<file path="src/inc/cpu_ctl_pkg.sv">
// Functional notes
// - Control registers reached only by control-register instructions in supervisor mode.
// - Reset loads every state word bit with its fixed reset value, except same-set enable: 0 without interrupt interface and shadow sets.
// - Register number 7 holds the exception cause.
// - Numbers 8 to 10 exist only with the translation unit, else reserved.
// - Number 11, fault injection, exists only with error-correction support.
// - Number 13, configuration, exists only with protection unit or error correction.
// - Numbers 14 and 15 exist only with the protection unit, else reserved.
// - Taking a nonmaskable interrupt sets the nonmaskable mode bit to 1; the code sets it only with the interrupt interface.
// - With interrupt interface and shadow sets, same-set enable 0 blocks external interrupts asking for the set in use.
// - With translation unit, copy current set to previous on break or handler-mode-0 exception.
// - Without translation unit, copy current set to previous on every exception.
// - The set copy happens only after the state word has been saved.
// - Any non-interrupt exception sets the current set field to zero.
// - Set fields use only the bits needed to number the implemented sets.
// - Unused high bits of the set fields read 0; software writes 0.
package cpu_ctl_pkg;
  localparam logic [4:0] CTL_STATE_WORD = 5'h00;
  localparam logic [4:0] CTL_CORE_ID = 5'h05;
  localparam logic [4:0] CTL_EXC_CAUSE = 5'h07;
  localparam logic [4:0] CTL_PAGE_ADDR = 5'h08;
  localparam logic [4:0] CTL_XLATE_ACC = 5'h09;
  localparam logic [4:0] CTL_XLATE_MISC = 5'h0A;
  localparam logic [4:0] CTL_FAULT_INJ = 5'h0B;
  localparam logic [4:0] CTL_FAULT_ADDR = 5'h0C;
  localparam logic [4:0] CTL_CORE_CFG = 5'h0D;
  localparam logic [4:0] CTL_REGION_BASE = 5'h0E;
  localparam logic [4:0] CTL_REGION_ACC = 5'h0F;
  // State word field positions
  localparam int SAME_SET_IRQ_ENABLE_BIT = 23;
  localparam int NMI_BIT = 22;
  localparam int PREV_LSB = 16;
  localparam int CUR_LSB = 10;
  localparam int SET_FIELD_W = 6;
  localparam int EH_BIT = 2;
  localparam int LOW_W = 10;
  // Reset values
  localparam logic [31:0] STATE_RST = 32'h0080_0000;
  localparam logic [31:0] REG_RST = 32'h0000_0000;

  typedef enum logic [1:0] {
    SEQ_IDLE = 2'b00,
    SEQ_SAVED = 2'b01
  } seq_state_t;

  // Whether a control register number is implemented for a given build
  function automatic logic reg_exists(input logic [4:0] num, input logic mmu,
                                      input logic mpu, input logic ecc);
    logic ok;
    ok = 1'b0;
    case (num)
      CTL_STATE_WORD, CTL_CORE_ID, CTL_EXC_CAUSE, CTL_FAULT_ADDR: ok = 1'b1;
      CTL_PAGE_ADDR, CTL_XLATE_ACC, CTL_XLATE_MISC: ok = mmu;
      CTL_FAULT_INJ: ok = ecc;
      CTL_CORE_CFG: ok = mpu | ecc;
      CTL_REGION_BASE, CTL_REGION_ACC: ok = mpu;
      default: ok = 1'b0;
    endcase
    return ok;
  endfunction
endpackage

</file>
<file path="src/inc/ctl_access_if.sv">
`timescale 1ns/1ns
// Filtered control-register access between the gate and the bank
interface ctl_access_if;
  logic rd;
  logic wr;
  logic present;
  logic [4:0] num;
  logic [31:0] wdata;
  modport gate (output rd, output wr, output present, output num, output wdata);
  modport bank (input rd, input wr, input present, input num, input wdata);
endinterface // ctl_access_if

</file>
<file path="src/hw/ctl_access_gate.sv">
`timescale 1ns/1ns
module ctl_access_gate #(
  parameter bit HAS_MMU = 1'b0,
  parameter bit HAS_MPU = 1'b0,
  parameter bit HAS_ECC = 1'b0
) (
  input wire logic i_supervisor,
  input wire logic i_rd_req,
  input wire logic i_wr_req,
  input wire logic [4:0] i_reg_num,
  input wire logic [31:0] i_wr_data,
  output logic o_refused,
  ctl_access_if.gate acc
);
  import cpu_ctl_pkg::*;

  // Outside supervisor mode nothing reaches the bank
  assign acc.rd = i_rd_req & i_supervisor;
  assign acc.present = reg_exists(i_reg_num, HAS_MMU, HAS_MPU, HAS_ECC);
  // Absent numbers swallow writes so no stray storage appears
  assign acc.wr = i_wr_req & i_supervisor & acc.present;
  assign acc.num = i_reg_num;
  assign acc.wdata = i_wr_data;
  assign o_refused = (i_rd_req | i_wr_req) & ~i_supervisor;
endmodule // ctl_access_gate

</file>
<file path="src/hw/set_copy_sequencer.sv">
`timescale 1ns/1ns
module set_copy_sequencer #(
  parameter bit HAS_MMU = 1'b0
) (
  input wire logic i_core_clk,
  input wire logic i_rst_n,
  input wire logic i_exc_take,
  input wire logic i_exc_is_break,
  input wire logic i_handler_mode,
  output logic o_copy
);
  import cpu_ctl_pkg::*;

  seq_state_t state_q;
  seq_state_t state_d;
  logic copy_due;

  // Which exceptions move the current set into the previous set
  assign copy_due = HAS_MMU ? (i_exc_is_break | ~i_handler_mode) : 1'b1;

  // Copy one cycle after the save, so the saved word holds the old set
  always_comb begin
    state_d = state_q;
    o_copy = 1'b0;
    case (state_q)
      SEQ_IDLE: begin
        if (i_exc_take && copy_due) state_d = SEQ_SAVED;
      end
      SEQ_SAVED: begin
        o_copy = 1'b1;
        state_d = (i_exc_take && copy_due) ? SEQ_SAVED : SEQ_IDLE;
      end
      default: state_d = SEQ_IDLE;
    endcase
  end

  always_ff @(posedge i_core_clk or negedge i_rst_n) begin
    if (!i_rst_n) state_q <= SEQ_IDLE;
    else state_q <= state_d;
  end
endmodule // set_copy_sequencer

</file>
<file path="src/hw/cpu_control_status_regs.sv">
`timescale 1ns/1ns
module cpu_control_status_regs #(
  parameter bit HAS_MMU = 1'b0,
  parameter bit HAS_MPU = 1'b0,
  parameter bit HAS_ECC = 1'b0,
  parameter bit HAS_EIC = 1'b0,
  parameter int NUM_SHADOW_SETS = 0,
  // Arbitrary identifier value, replace per build
  parameter logic [31:0] CORE_ID_VALUE = 32'h0000_0001
) (
  input wire logic i_core_clk,
  input wire logic i_rst_n,
  input wire logic i_supervisor,
  input wire logic i_rd_req,
  input wire logic i_wr_req,
  input wire logic [4:0] i_reg_num,
  input wire logic [31:0] i_wr_data,
  input wire logic i_exc_take,
  input wire logic i_exc_is_irq,
  input wire logic i_exc_is_break,
  input wire logic i_exc_is_nmi,
  input wire logic [cpu_ctl_pkg::SET_FIELD_W-1:0] i_exc_set,
  input wire logic [31:0] i_exc_cause,
  input wire logic i_exc_addr_valid,
  input wire logic [31:0] i_exc_addr,
  input wire logic i_state_restore,
  input wire logic [31:0] i_restore_word,
  input wire logic [cpu_ctl_pkg::SET_FIELD_W-1:0] i_irq_req_set,
  output logic [31:0] o_rd_data,
  output logic o_rd_valid,
  output logic o_access_refused,
  output logic [31:0] o_state_word,
  output logic [31:0] o_saved_word,
  output logic o_irq_set_ok
);
  import cpu_ctl_pkg::*;

  // Set field sizing: only enough bits to number every set
  localparam int NUM_SETS = NUM_SHADOW_SETS + 1;
  localparam int SET_W = (NUM_SETS > 1) ? $clog2(NUM_SETS) : 1;
  localparam bit HAS_SHADOW = (NUM_SHADOW_SETS > 0);
  localparam logic [SET_FIELD_W-1:0] SET_ONES = SET_FIELD_W'((1 << SET_W) - 1);
  localparam logic [SET_FIELD_W-1:0] SET_MASK = HAS_SHADOW ? SET_ONES : '0;

  // Bits software may change with a control write
  localparam logic [31:0] WR_MASK = {8'h00,
                                     (HAS_EIC && HAS_SHADOW),
                                     1'b0,
                                     SET_MASK,
                                     SET_MASK,
                                     {LOW_W{1'b1}}};
  // A restore from a saved copy may also bring back the nonmaskable bit
  localparam logic [31:0] RESTORE_MASK = WR_MASK | (32'(HAS_EIC) << NMI_BIT);

  ctl_access_if acc ();

  logic refused;
  logic copy_now;

  // Filtered access strobes
  ctl_access_gate #(
    .HAS_MMU(HAS_MMU),
    .HAS_MPU(HAS_MPU),
    .HAS_ECC(HAS_ECC)
  ) u_gate (
    .i_supervisor(i_supervisor),
    .i_rd_req(i_rd_req),
    .i_wr_req(i_wr_req),
    .i_reg_num(i_reg_num),
    .i_wr_data(i_wr_data),
    .o_refused(refused),
    .acc(acc)
  );

  // State word, its saved copy and the plain registers
  logic [31:0] state_q;
  logic [31:0] state_d;
  logic [31:0] saved_q;
  logic [31:0] saved_d;
  logic [31:0] cause_q;
  logic [31:0] cause_d;
  logic [31:0] opt_q [8:15];
  logic [31:0] rd_word;
  logic [31:0] rd_data_q;
  logic rd_valid_q;
  logic refused_q;
  logic irq_ok_q;
  logic irq_ok_d;

  // Field views of the state word
  wire [SET_FIELD_W-1:0] cur_set = state_q[CUR_LSB +: SET_FIELD_W];
  wire [SET_FIELD_W-1:0] saved_cur_set = saved_q[CUR_LSB +: SET_FIELD_W];
  wire handler_mode = state_q[EH_BIT];
  wire same_set_irq_enable = state_q[SAME_SET_IRQ_ENABLE_BIT];

  // Access decode
  wire wr_state = acc.wr && (acc.num == CTL_STATE_WORD);
  wire wr_cause = acc.wr && (acc.num == CTL_EXC_CAUSE);
  wire [31:0] masked_wdata = acc.wdata & WR_MASK;
  wire [31:0] masked_restore = i_restore_word & RESTORE_MASK;

  // Set entered by the exception: interrupts name one, the rest go to zero
  wire [SET_FIELD_W-1:0] entry_set = i_exc_is_irq ? (i_exc_set & SET_MASK)
                                                  : '0;

  set_copy_sequencer #(
    .HAS_MMU(HAS_MMU)
  ) u_seq (
    .i_core_clk(i_core_clk),
    .i_rst_n(i_rst_n),
    .i_exc_take(i_exc_take),
    .i_exc_is_break(i_exc_is_break),
    .i_handler_mode(handler_mode),
    .o_copy(copy_now)
  );

  // Next state word. Hardware events win over software writes; the
  // previous-set copy comes from the saved word so it always sees the
  // set that was current before the exception.
  always_comb begin
    state_d = state_q;
    if (i_state_restore) begin
      state_d = masked_restore;
    end else if (wr_state) begin
      state_d = masked_wdata | (state_q & ~WR_MASK);
    end
    if (i_exc_take) begin
      state_d[CUR_LSB +: SET_FIELD_W] = entry_set;
      if (i_exc_is_nmi && HAS_EIC) begin
        state_d[NMI_BIT] = 1'b1;
      end
    end
    if (copy_now) begin
      state_d[PREV_LSB +: SET_FIELD_W] = saved_cur_set & SET_MASK;
    end
  end

  // The saved copy is taken in the exception cycle itself
  always_comb begin
    saved_d = saved_q;
    if (i_exc_take) begin
      saved_d = state_q;
    end
  end

  // Cause register: software writable, loaded by each exception
  always_comb begin
    cause_d = cause_q;
    if (wr_cause) begin
      cause_d = acc.wdata;
    end
    if (i_exc_take) begin
      cause_d = i_exc_cause;
    end
  end

  // State word and saved copy
  always_ff @(posedge i_core_clk or negedge i_rst_n) begin
    if (!i_rst_n) begin
      state_q <= STATE_RST & (WR_MASK | RESTORE_MASK);
      saved_q <= REG_RST;
    end else begin
      state_q <= state_d;
      saved_q <= saved_d;
    end
  end

  // Cause register storage
  always_ff @(posedge i_core_clk or negedge i_rst_n) begin
    if (!i_rst_n) cause_q <= REG_RST;
    else cause_q <= cause_d;
  end

  // Registers 8 to 15, optional except 12; absent ones are tied to zero
  genvar gi;
  generate
    for (gi = 8; gi <= 15; gi++) begin : g_opt
      localparam logic [4:0] IDX = 5'(gi);
      localparam bit PRESENT = reg_exists(IDX, HAS_MMU, HAS_MPU, HAS_ECC);
      if (PRESENT) begin : g_live
        wire sw_wr = acc.wr && (acc.num == IDX);
        // Only the faulting address is also loaded by hardware
        wire hw_ld = (IDX == CTL_FAULT_ADDR) && i_exc_take && i_exc_addr_valid;
        logic [31:0] nxt;
        assign nxt = hw_ld ? i_exc_addr : (sw_wr ? acc.wdata : opt_q[gi]);
        always_ff @(posedge i_core_clk or negedge i_rst_n) begin
          if (!i_rst_n) opt_q[gi] <= REG_RST;
          else opt_q[gi] <= nxt;
        end
      end else begin : g_absent
        assign opt_q[gi] = REG_RST;
      end
    end
  endgenerate

  // Read selection; unknown and absent numbers give zero
  always_comb begin
    rd_word = REG_RST;
    if (acc.present) begin
      case (acc.num)
        CTL_STATE_WORD: rd_word = state_q;
        CTL_CORE_ID: rd_word = CORE_ID_VALUE;
        CTL_EXC_CAUSE: rd_word = cause_q;
        CTL_PAGE_ADDR,
        CTL_XLATE_ACC,
        CTL_XLATE_MISC,
        CTL_FAULT_INJ,
        CTL_FAULT_ADDR,
        CTL_CORE_CFG,
        CTL_REGION_BASE,
        CTL_REGION_ACC: rd_word = opt_q[{1'b1, acc.num[2:0]}];
        default: rd_word = REG_RST;
      endcase
    end
  end

  // Read answer is registered, one cycle after the request
  always_ff @(posedge i_core_clk or negedge i_rst_n) begin
    if (!i_rst_n) begin
      rd_data_q <= REG_RST;
      rd_valid_q <= 1'b0;
    end else begin
      rd_data_q <= acc.rd ? rd_word : rd_data_q;
      rd_valid_q <= acc.rd;
    end
  end

  // Refusals are reported one cycle later, for as long as the request is held
  always_ff @(posedge i_core_clk or negedge i_rst_n) begin
    if (!i_rst_n) refused_q <= 1'b0;
    else refused_q <= refused;
  end

  // External interrupt gate: a request for the set in use passes only
  // with the same-set enable. Without the interface and shadow sets the
  // enable bit does not exist, so nothing is held back.
  assign irq_ok_d = !(HAS_EIC && HAS_SHADOW)
                    || same_set_irq_enable
                    || ((i_irq_req_set & SET_MASK) != cur_set);

  always_ff @(posedge i_core_clk or negedge i_rst_n) begin
    if (!i_rst_n) irq_ok_q <= 1'b0;
    else irq_ok_q <= irq_ok_d;
  end

  // Outputs straight from flip-flops
  assign o_rd_data = rd_data_q;
  assign o_rd_valid = rd_valid_q;
  assign o_access_refused = refused_q;
  assign o_state_word = state_q;
  assign o_saved_word = saved_q;
  assign o_irq_set_ok = irq_ok_q;
endmodule // cpu_control_status_regs

</file>
<file path="config.mk">
export PLATFORM = sky130hd
export DESIGN_NAME = cpu_control_status_regs
export DESIGN_NICKNAME = d
export VERILOG_FILES = /design/src/inc/cpu_ctl_pkg.sv /design/src/inc/ctl_access_if.sv /design/src/hw/ctl_access_gate.sv /design/src/hw/set_copy_sequencer.sv /design/src/hw/cpu_control_status_regs.sv
export SDC_FILE = /design/constraint.sdc
export NUM_CORES = 1
export LEC_CHECK = 0
export BUFFER_PORTS_ARGS = -buffer_cell sky130_fd_sc_hd__clkbuf_2
export CAP_MARGIN = 10
export CORE_MARGIN = 2
export CORE_UTILIZATION = 35
export CTS_CLUSTER_DIAMETER = 30
export DETAILED_ROUTE_END_ITERATION = 10
export PLACE_DENSITY_LB_ADDON = 0.25
export SYNTH_ARGS = -nofsm -noshare
export SYNTH_HDL_FRONTEND = slang
export SYNTH_HIERARCHICAL = 1
export SYNTH_SLANG_ARGS = --single-unit
</file>
<file path="constraint.sdc">
create_clock -name i_core_clk -period 1.3 [get_ports i_core_clk]
set_input_delay 0.325 -clock i_core_clk [delete_from_list [all_inputs] [get_ports i_core_clk]]
set_output_delay 0.325 -clock i_core_clk [all_outputs]
set_load 0.02 [all_outputs]
</file>
# Word-level counts from Yosys, hierarchy flattened
# Memory sizes are Yosys's and may differ from the RTL's.
# Index checks and enable logic that the tools add are counted.
[op_classes]
shifts = 0
n_addsub = 0
reduce_logical = 12
mul = 0
n_eq_ne = 12
n_bitwise = 8
n_div = 0
muxes = 18
n_lt_le_gt_ge = 1
[ops]
columns = ["operator", "count"]
rows = [
  ["2-to-1 mux 32 bit", 9],
  ["binary-select mux 32 bit (select 4 bit)", 1],
  ["one-hot mux 32 bit (4 select lines)", 1],
  ["== test 5 x 4 -> 1 bit, second input constant", 8],
  ["OR 10 x 32 -> 32 bit", 1],
  ["2-to-1 mux 6 bit", 2],
  ["== test 5 x 3 -> 1 bit, second input constant", 2],
  ["OR reduction 8 bit", 1],
  ["nonzero test 2 bit", 3],
  ["nonzero test 3 bit", 2],
  ["greater-or-equal comparator 5 bit, second input constant", 1],
  ["logical NOT 5 bit", 1],
  ["inverter 4 -> 5 bit", 1],
  ["bitwise AND 1 bit", 4],
  ["logical AND 1 bit", 4],
  ["one-hot mux 2 bit (2 select lines)", 1],
  ["2-to-1 mux 1 bit", 3],
  ["== test 2 x 1 -> 1 bit, second input constant", 1],
  ["logical NOT 2 bit", 1],
  ["2-to-1 mux 2 bit", 1],
  ["!= test 2 bit, second input constant", 1],
  ["inverter 1 bit", 1],
  ["OR 1 bit", 1],
]
[word_totals]
in_bits = 156
register_bits = 165
mem_bits_ro = 16
memories = 1
ramBits = 0
latch_bits = 0
[mem_list]
columns = ["memory", "depth", "width", "read_ports", "rd_ports_with_merged_regs", "write_ports", "line_no", "text"]
rows = [
  ["(no name shown)", 16, 1, 1, 0, 0, "cpu_ctl_pkg.sv:51", "case (num)"],
]

# Depth between registers and ports, before layout
# An unclocked memory read counts as a cell.
[logic_depth]
depth_word = 7
mapped_depth = 8
depth_no_buf = 6

# Cells and area by module
# The synthesis kept the hierarchy.
[by_module_without_submodules]
columns = ["module", "area_each_um2", "n_inst", "cells_each"]
rows = [
  ["cpu_control_status_regs", 5846.9, 1, 635],
  ["ctl_access_gate", 334.1, 1, 46],
]

# Least setup slack after synthesis
# OpenSTA, ideal clock, no wires.
[synth_path]
kind = "input -> register"
from = "input i_reg_num[2]"
to = "register state_q[0], in the netlist o_state_word[0]"
setup_ns = 0.077
path_stages = 7
path_slack_ns = -0.429
arrival_ns = 1.652
t_required_ns = 1.223
n_path_buf = 1
cell_sequence = "xor2_1 > o31a_1 > nor3_2 > and3_1 > clkbuf_1 > a21oi_1 > a21oi_1"
[synth_via]
elab_chain_len = 5
word_cells_on_any_way = 6
classes_between = "mux: 1; bitwise: 1; reduce/logical: 3; memory: 1"
[synth_lines]
columns = ["item", "line_no", "text"]
rows = [
  ["from (decl)", "cpu_control_status_regs.sv:16", "input wire logic [4:0] i_reg_num,"],
  ["memory (16 x 1 bit)", "-", ""],
  ["2-to-1 mux 1 bit", "cpu_ctl_pkg.sv:51", ""],
  ["bitwise AND 1 bit", "ctl_access_gate.sv:21", "assign acc.wr = i_wr_req & i_supervisor & acc.present;"],
  ["net acc.wr", "ctl_access_if.sv:5", "logic wr;"],
  ["logical AND 1 bit", "cpu_control_status_regs.sv:97", "wire wr_state = acc.wr && (acc.num == CTL_STATE_WORD);"],
  ["nonzero test 2 bit (no line)", "-", ""],
  ["to (signal assigned)", "cpu_control_status_regs.sv:160", "state_q <= STATE_RST & (WR_MASK | RESTORE_MASK);"],
  ["to (signal assigned)", "cpu_control_status_regs.sv:163", "state_q <= state_d;"],
  ["to (decl)", "cpu_control_status_regs.sv:76", "logic [31:0] state_q;"],
]
# The timed path passes the listed nets, and every way through them passes these cells.
# A chain may end at the register's enable or synchronous reset.

# Final worst setup path
[layout_path]
from = "input i_reg_num[2]"
to = "register opt_q[109] in the netlist's numbering"
[layout_via]
elab_chain_len = 5
word_cells_on_any_way = 6
classes_between = "eq/ne: 1; mux: 1; bitwise: 1; reduce/logical: 2; memory: 1"
[layout_lines]
columns = ["item", "line_no", "text"]
rows = [
  ["memory (16 x 1 bit)", "-", ""],
  ["2-to-1 mux 1 bit", "cpu_ctl_pkg.sv:51", ""],
  ["bitwise AND 1 bit", "ctl_access_gate.sv:21", ""],
  ["net acc.wr", "ctl_access_if.sv:5", ""],
  ["logical AND 1 bit", "cpu_control_status_regs.sv:181", "wire sw_wr = acc.wr && (acc.num == IDX);"],
  ["nonzero test 2 bit (no line)", "-", ""],
  ["to (signal, indexed assignment)", "cpu_control_status_regs.sv:188", "else opt_q[gi] <= nxt;"],
  ["to (decl)", "cpu_control_status_regs.sv:82", "logic [31:0] opt_q [8:15];"],
]
# The timed path passes the listed nets, and every way through them passes these cells.

==> reports/summary.txt <==
EDFF count, synth = 0
Core area = 0.0173 sq mm
Placed cell count = 1038
Clk pin slew, worst setup/hold paths = 0.06 ns
TritonCTS clock tree = yes
Yosys top cell area share = 48.2%
Worst EP required = 1.64 ns
Post-Route WL = 18900 um
Period utilization = 109%
Die height = 137 um
Net Switching = 2.74 mW
Setup Viol. Count Final = 105
Post-synthesis cell type count = 31
IO buf count = 173
Largest net degree at the start of global routing = 47
# DRC = 0
Setup Crit Path Kind = primary input to flip-flop
Worst-Skew Late Latency = 0.42 ns
Peak VDD IR = 1.13 mV
Synth Instances = 681
DR vias = 5342
Sequential Power Share = 38.9%
Internal power = 8.03 mW
Worst-Margin Slew = 0.592 ns
Pre-CTS WS = -0.609 ns
Worst-case clock buffer depth = 2
Worst R2R Path Depth = 4
RSZ-0062 raised after global routing = true
Share of flip-flops with an asynchronous set or reset = 100%
Rel. slew slack = 60.5%
Most frequent cells in the layout = clkbuf_2, dfrtp_1, nand2_1
Post-DP HPWL = 12800 um
Clock power frac = 47.5%
GR Overflow Total = 0
Final net count = 1016
Final Hold Vio Count = 0
GRT Resource Usage Total = 19.8%
Number of antenna violations at the first check in global routing = 0
DR vias/cell = 4.87
Hold path depth = 2
Switching part of the total = 25.5%
Vias in the first global route = 5208
IO Pins = 255
Setup TNS Final = -6.11 ns
Largest area contributor in the netlist = dfrtp_1
Final Wtd Congestion = 0.809
DR WL/cell = 17.2 um
CP Launch Type = primary input
Drt first pass iters = 8
Fill cell instance count of the final layout = 1663
Util after Layout = 50.3%
Max frequency = 704 MHz
#FFs+latches synth = 119
First-pass GRT wire length = 27800 um
Area Growth Syn to Fin = 40.7%
Flop2flop setup slack = -0.09 ns
Worst Path Max Fanout = 8
Data arrival time of the critical path = 1.76 ns
Layout cells sized above 1 = 39.7%
RR Endpoint = o_rd_data[0]
Antenna Cells = 0
Combinational Power Share = 13.6%
Max-slew violations = 0
Failing checks = setup timing
PwrDens = 1240 mW/mm^2
Syn_area_per_cell = 9.08 sq um
Clk sinks = 119
Mapped Area = 0.00618 sq mm
Final std cells w/o fill = 1097
Ranking of synthesized cells by area = dfrtp_1, buf_4, a21oi_1, nand2_1, nor2b_1
Die X = 137 um
Initial Utilization = 35.7%
DIE AREA = 0.0187 sq mm
Worst hold start = i_supervisor
Cts bufs inserted = 17
Initial DRC count = 366
WHS Endpoint = o_access_refused
Post-synthesis sequential area ratio = 48.2%
Reg-to-Reg Start = o_state_word[0]
Worst min-delay path category = primary input to flip-flop
CTS root buf = clkbuf_16
Fin crit period = 1.42 ns
Max-cap violations = 0
Yosys warnings = 6
# H-tree levels = 4
Standard-cell rows = 48
Routed Antenna Nets = 0
Commonest non-fill, non-tap cell in the layout = clkbuf_2
Worst Setup End Kind = flip-flop
Setup Skew = 0.00989 ns
Final WS setup = -0.121 ns
Lkg Pwr = 4.11 nW
Worst hold margin = 0.0792 ns
Top_reg_cell synth = dfrtp_1
Status = complete, but fails checks
## through the flow
| step | cell area, sq um | power (mW) |
|---|---|---|
| global route | 8700 | 11.2 |
| floorplan | 6410 | 5.10 |
| detailed placement | 7170 | 5.53 |
| global placement | 7170 | 5.52 |
| finish | 8700 | 10.8 |
| CTS | 8040 | 10.8 |
## kinds of logic (layout without fill, tap and decap cells)
kind of cell / Yosys count / after routing / synth area share [%]
other cells: 2 / 45 / 0.122
mux: 10 / 10 / 1.82
compound gates: 183 / 183 / 18.0
buf+inv: 161 / 309 / 16.4
simple gates: 205 / 205 / 15.4
xor+xnor: 1 / 1 / 0.142
flops: 119 / 119 / 48.2
## area by class of cell
| cell class | instances | area (sq um) | area share (%) |
|---|---|---|---|
| sequential | 119 | 2990 | 34.3 |
| multi-input combinational | 444 | 2700 | 31.0 |
| timing repair buffer | 246 | 1980 | 22.8 |
| clock buffer | 19 | 433 | 4.98 |
| tap | 225 | 282 | 3.24 |
| clock inverter | 12 | 203 | 2.33 |
| inverter | 32 | 120 | 1.38 |
## worst max path at each step
| stage | start | to | depth (start not counted) |
|---|---|---|---|
| after floorplan | i_reg_num[2] | cause_q[0] | 8 |
| after global placement | i_reg_num[2] | o_rd_data[8] | 7 |
| after detailed placement | i_reg_num[2] | opt_q[104] | 8 |
| after CTS | i_reg_num[2] | o_state_word[1] | 9 |
| after global routing | i_reg_num[2] | opt_q[107] | 8 |
| final | i_reg_num[2] | opt_q[109] | 8 |
## critical path, stage by stage
cell       delay (ns)
buf_6            0.09
xor2_1           0.14
o31a_1           0.28
nor3_4           0.19
and3_4           0.32
clkbuf_16        0.20
nand2_2          0.05
a31oi_1          0.15
## what timing repair did
item	CTS	global route
hold buffers	1	0
setup endpoints to repair	129	148
setup buffers	12	12
endpoints found under the hold margin	9	0
cloned	0	3
resized for setup	35	159
pin swaps	4	21
## per-layer routing
layer | share of wire, % | track usage, % | up-vias
met4 | 2.0 | 6.82 | 0
met5 | 0 | 0 | -
met3 | 7.0 | 5.89 | 23
li1 | - | - | 2552
met1 | 43 | 25.4 | 2557
met2 | 48 | 32.1 | 210
## synthesized netlist by cell type, drive strengths merged, types with 2 or more instances
cell and instances:
o22ai 32, inv 32, and3 3, nand2 110
clkbuf 26, nor2b 42, mux2 10, buf 103
dfrtp 119, nand3 3, a222oi 9, a22oi 22
a21oi 83, nor2 36, conb 2, and2 4
nor3 2, a31oi 33
## flip-flops by register name, summed over array words and instances, names as in the netlist
signal	flops
o_saved_word	10
o_access_refused	1
opt_q	32
o_rd_valid	1
o_state_word	10
o_irq_set_ok	1
cause_q	32
o_rd_data	32
## power groups by stage
stage | Clock (mW) | Sequential (mW) | Combinational [mW]
finish | 5.12 | 4.19 | 1.47
global placement | 0 | 4.25 | 1.26
floorplan | 0 | 4.30 | 0.801
detailed placement | 0 | 4.25 | 1.28
CTS | 5.20 | 4.18 | 1.37
global route | 5.35 | 4.23 | 1.61
(Power assumes the default switching activity.)
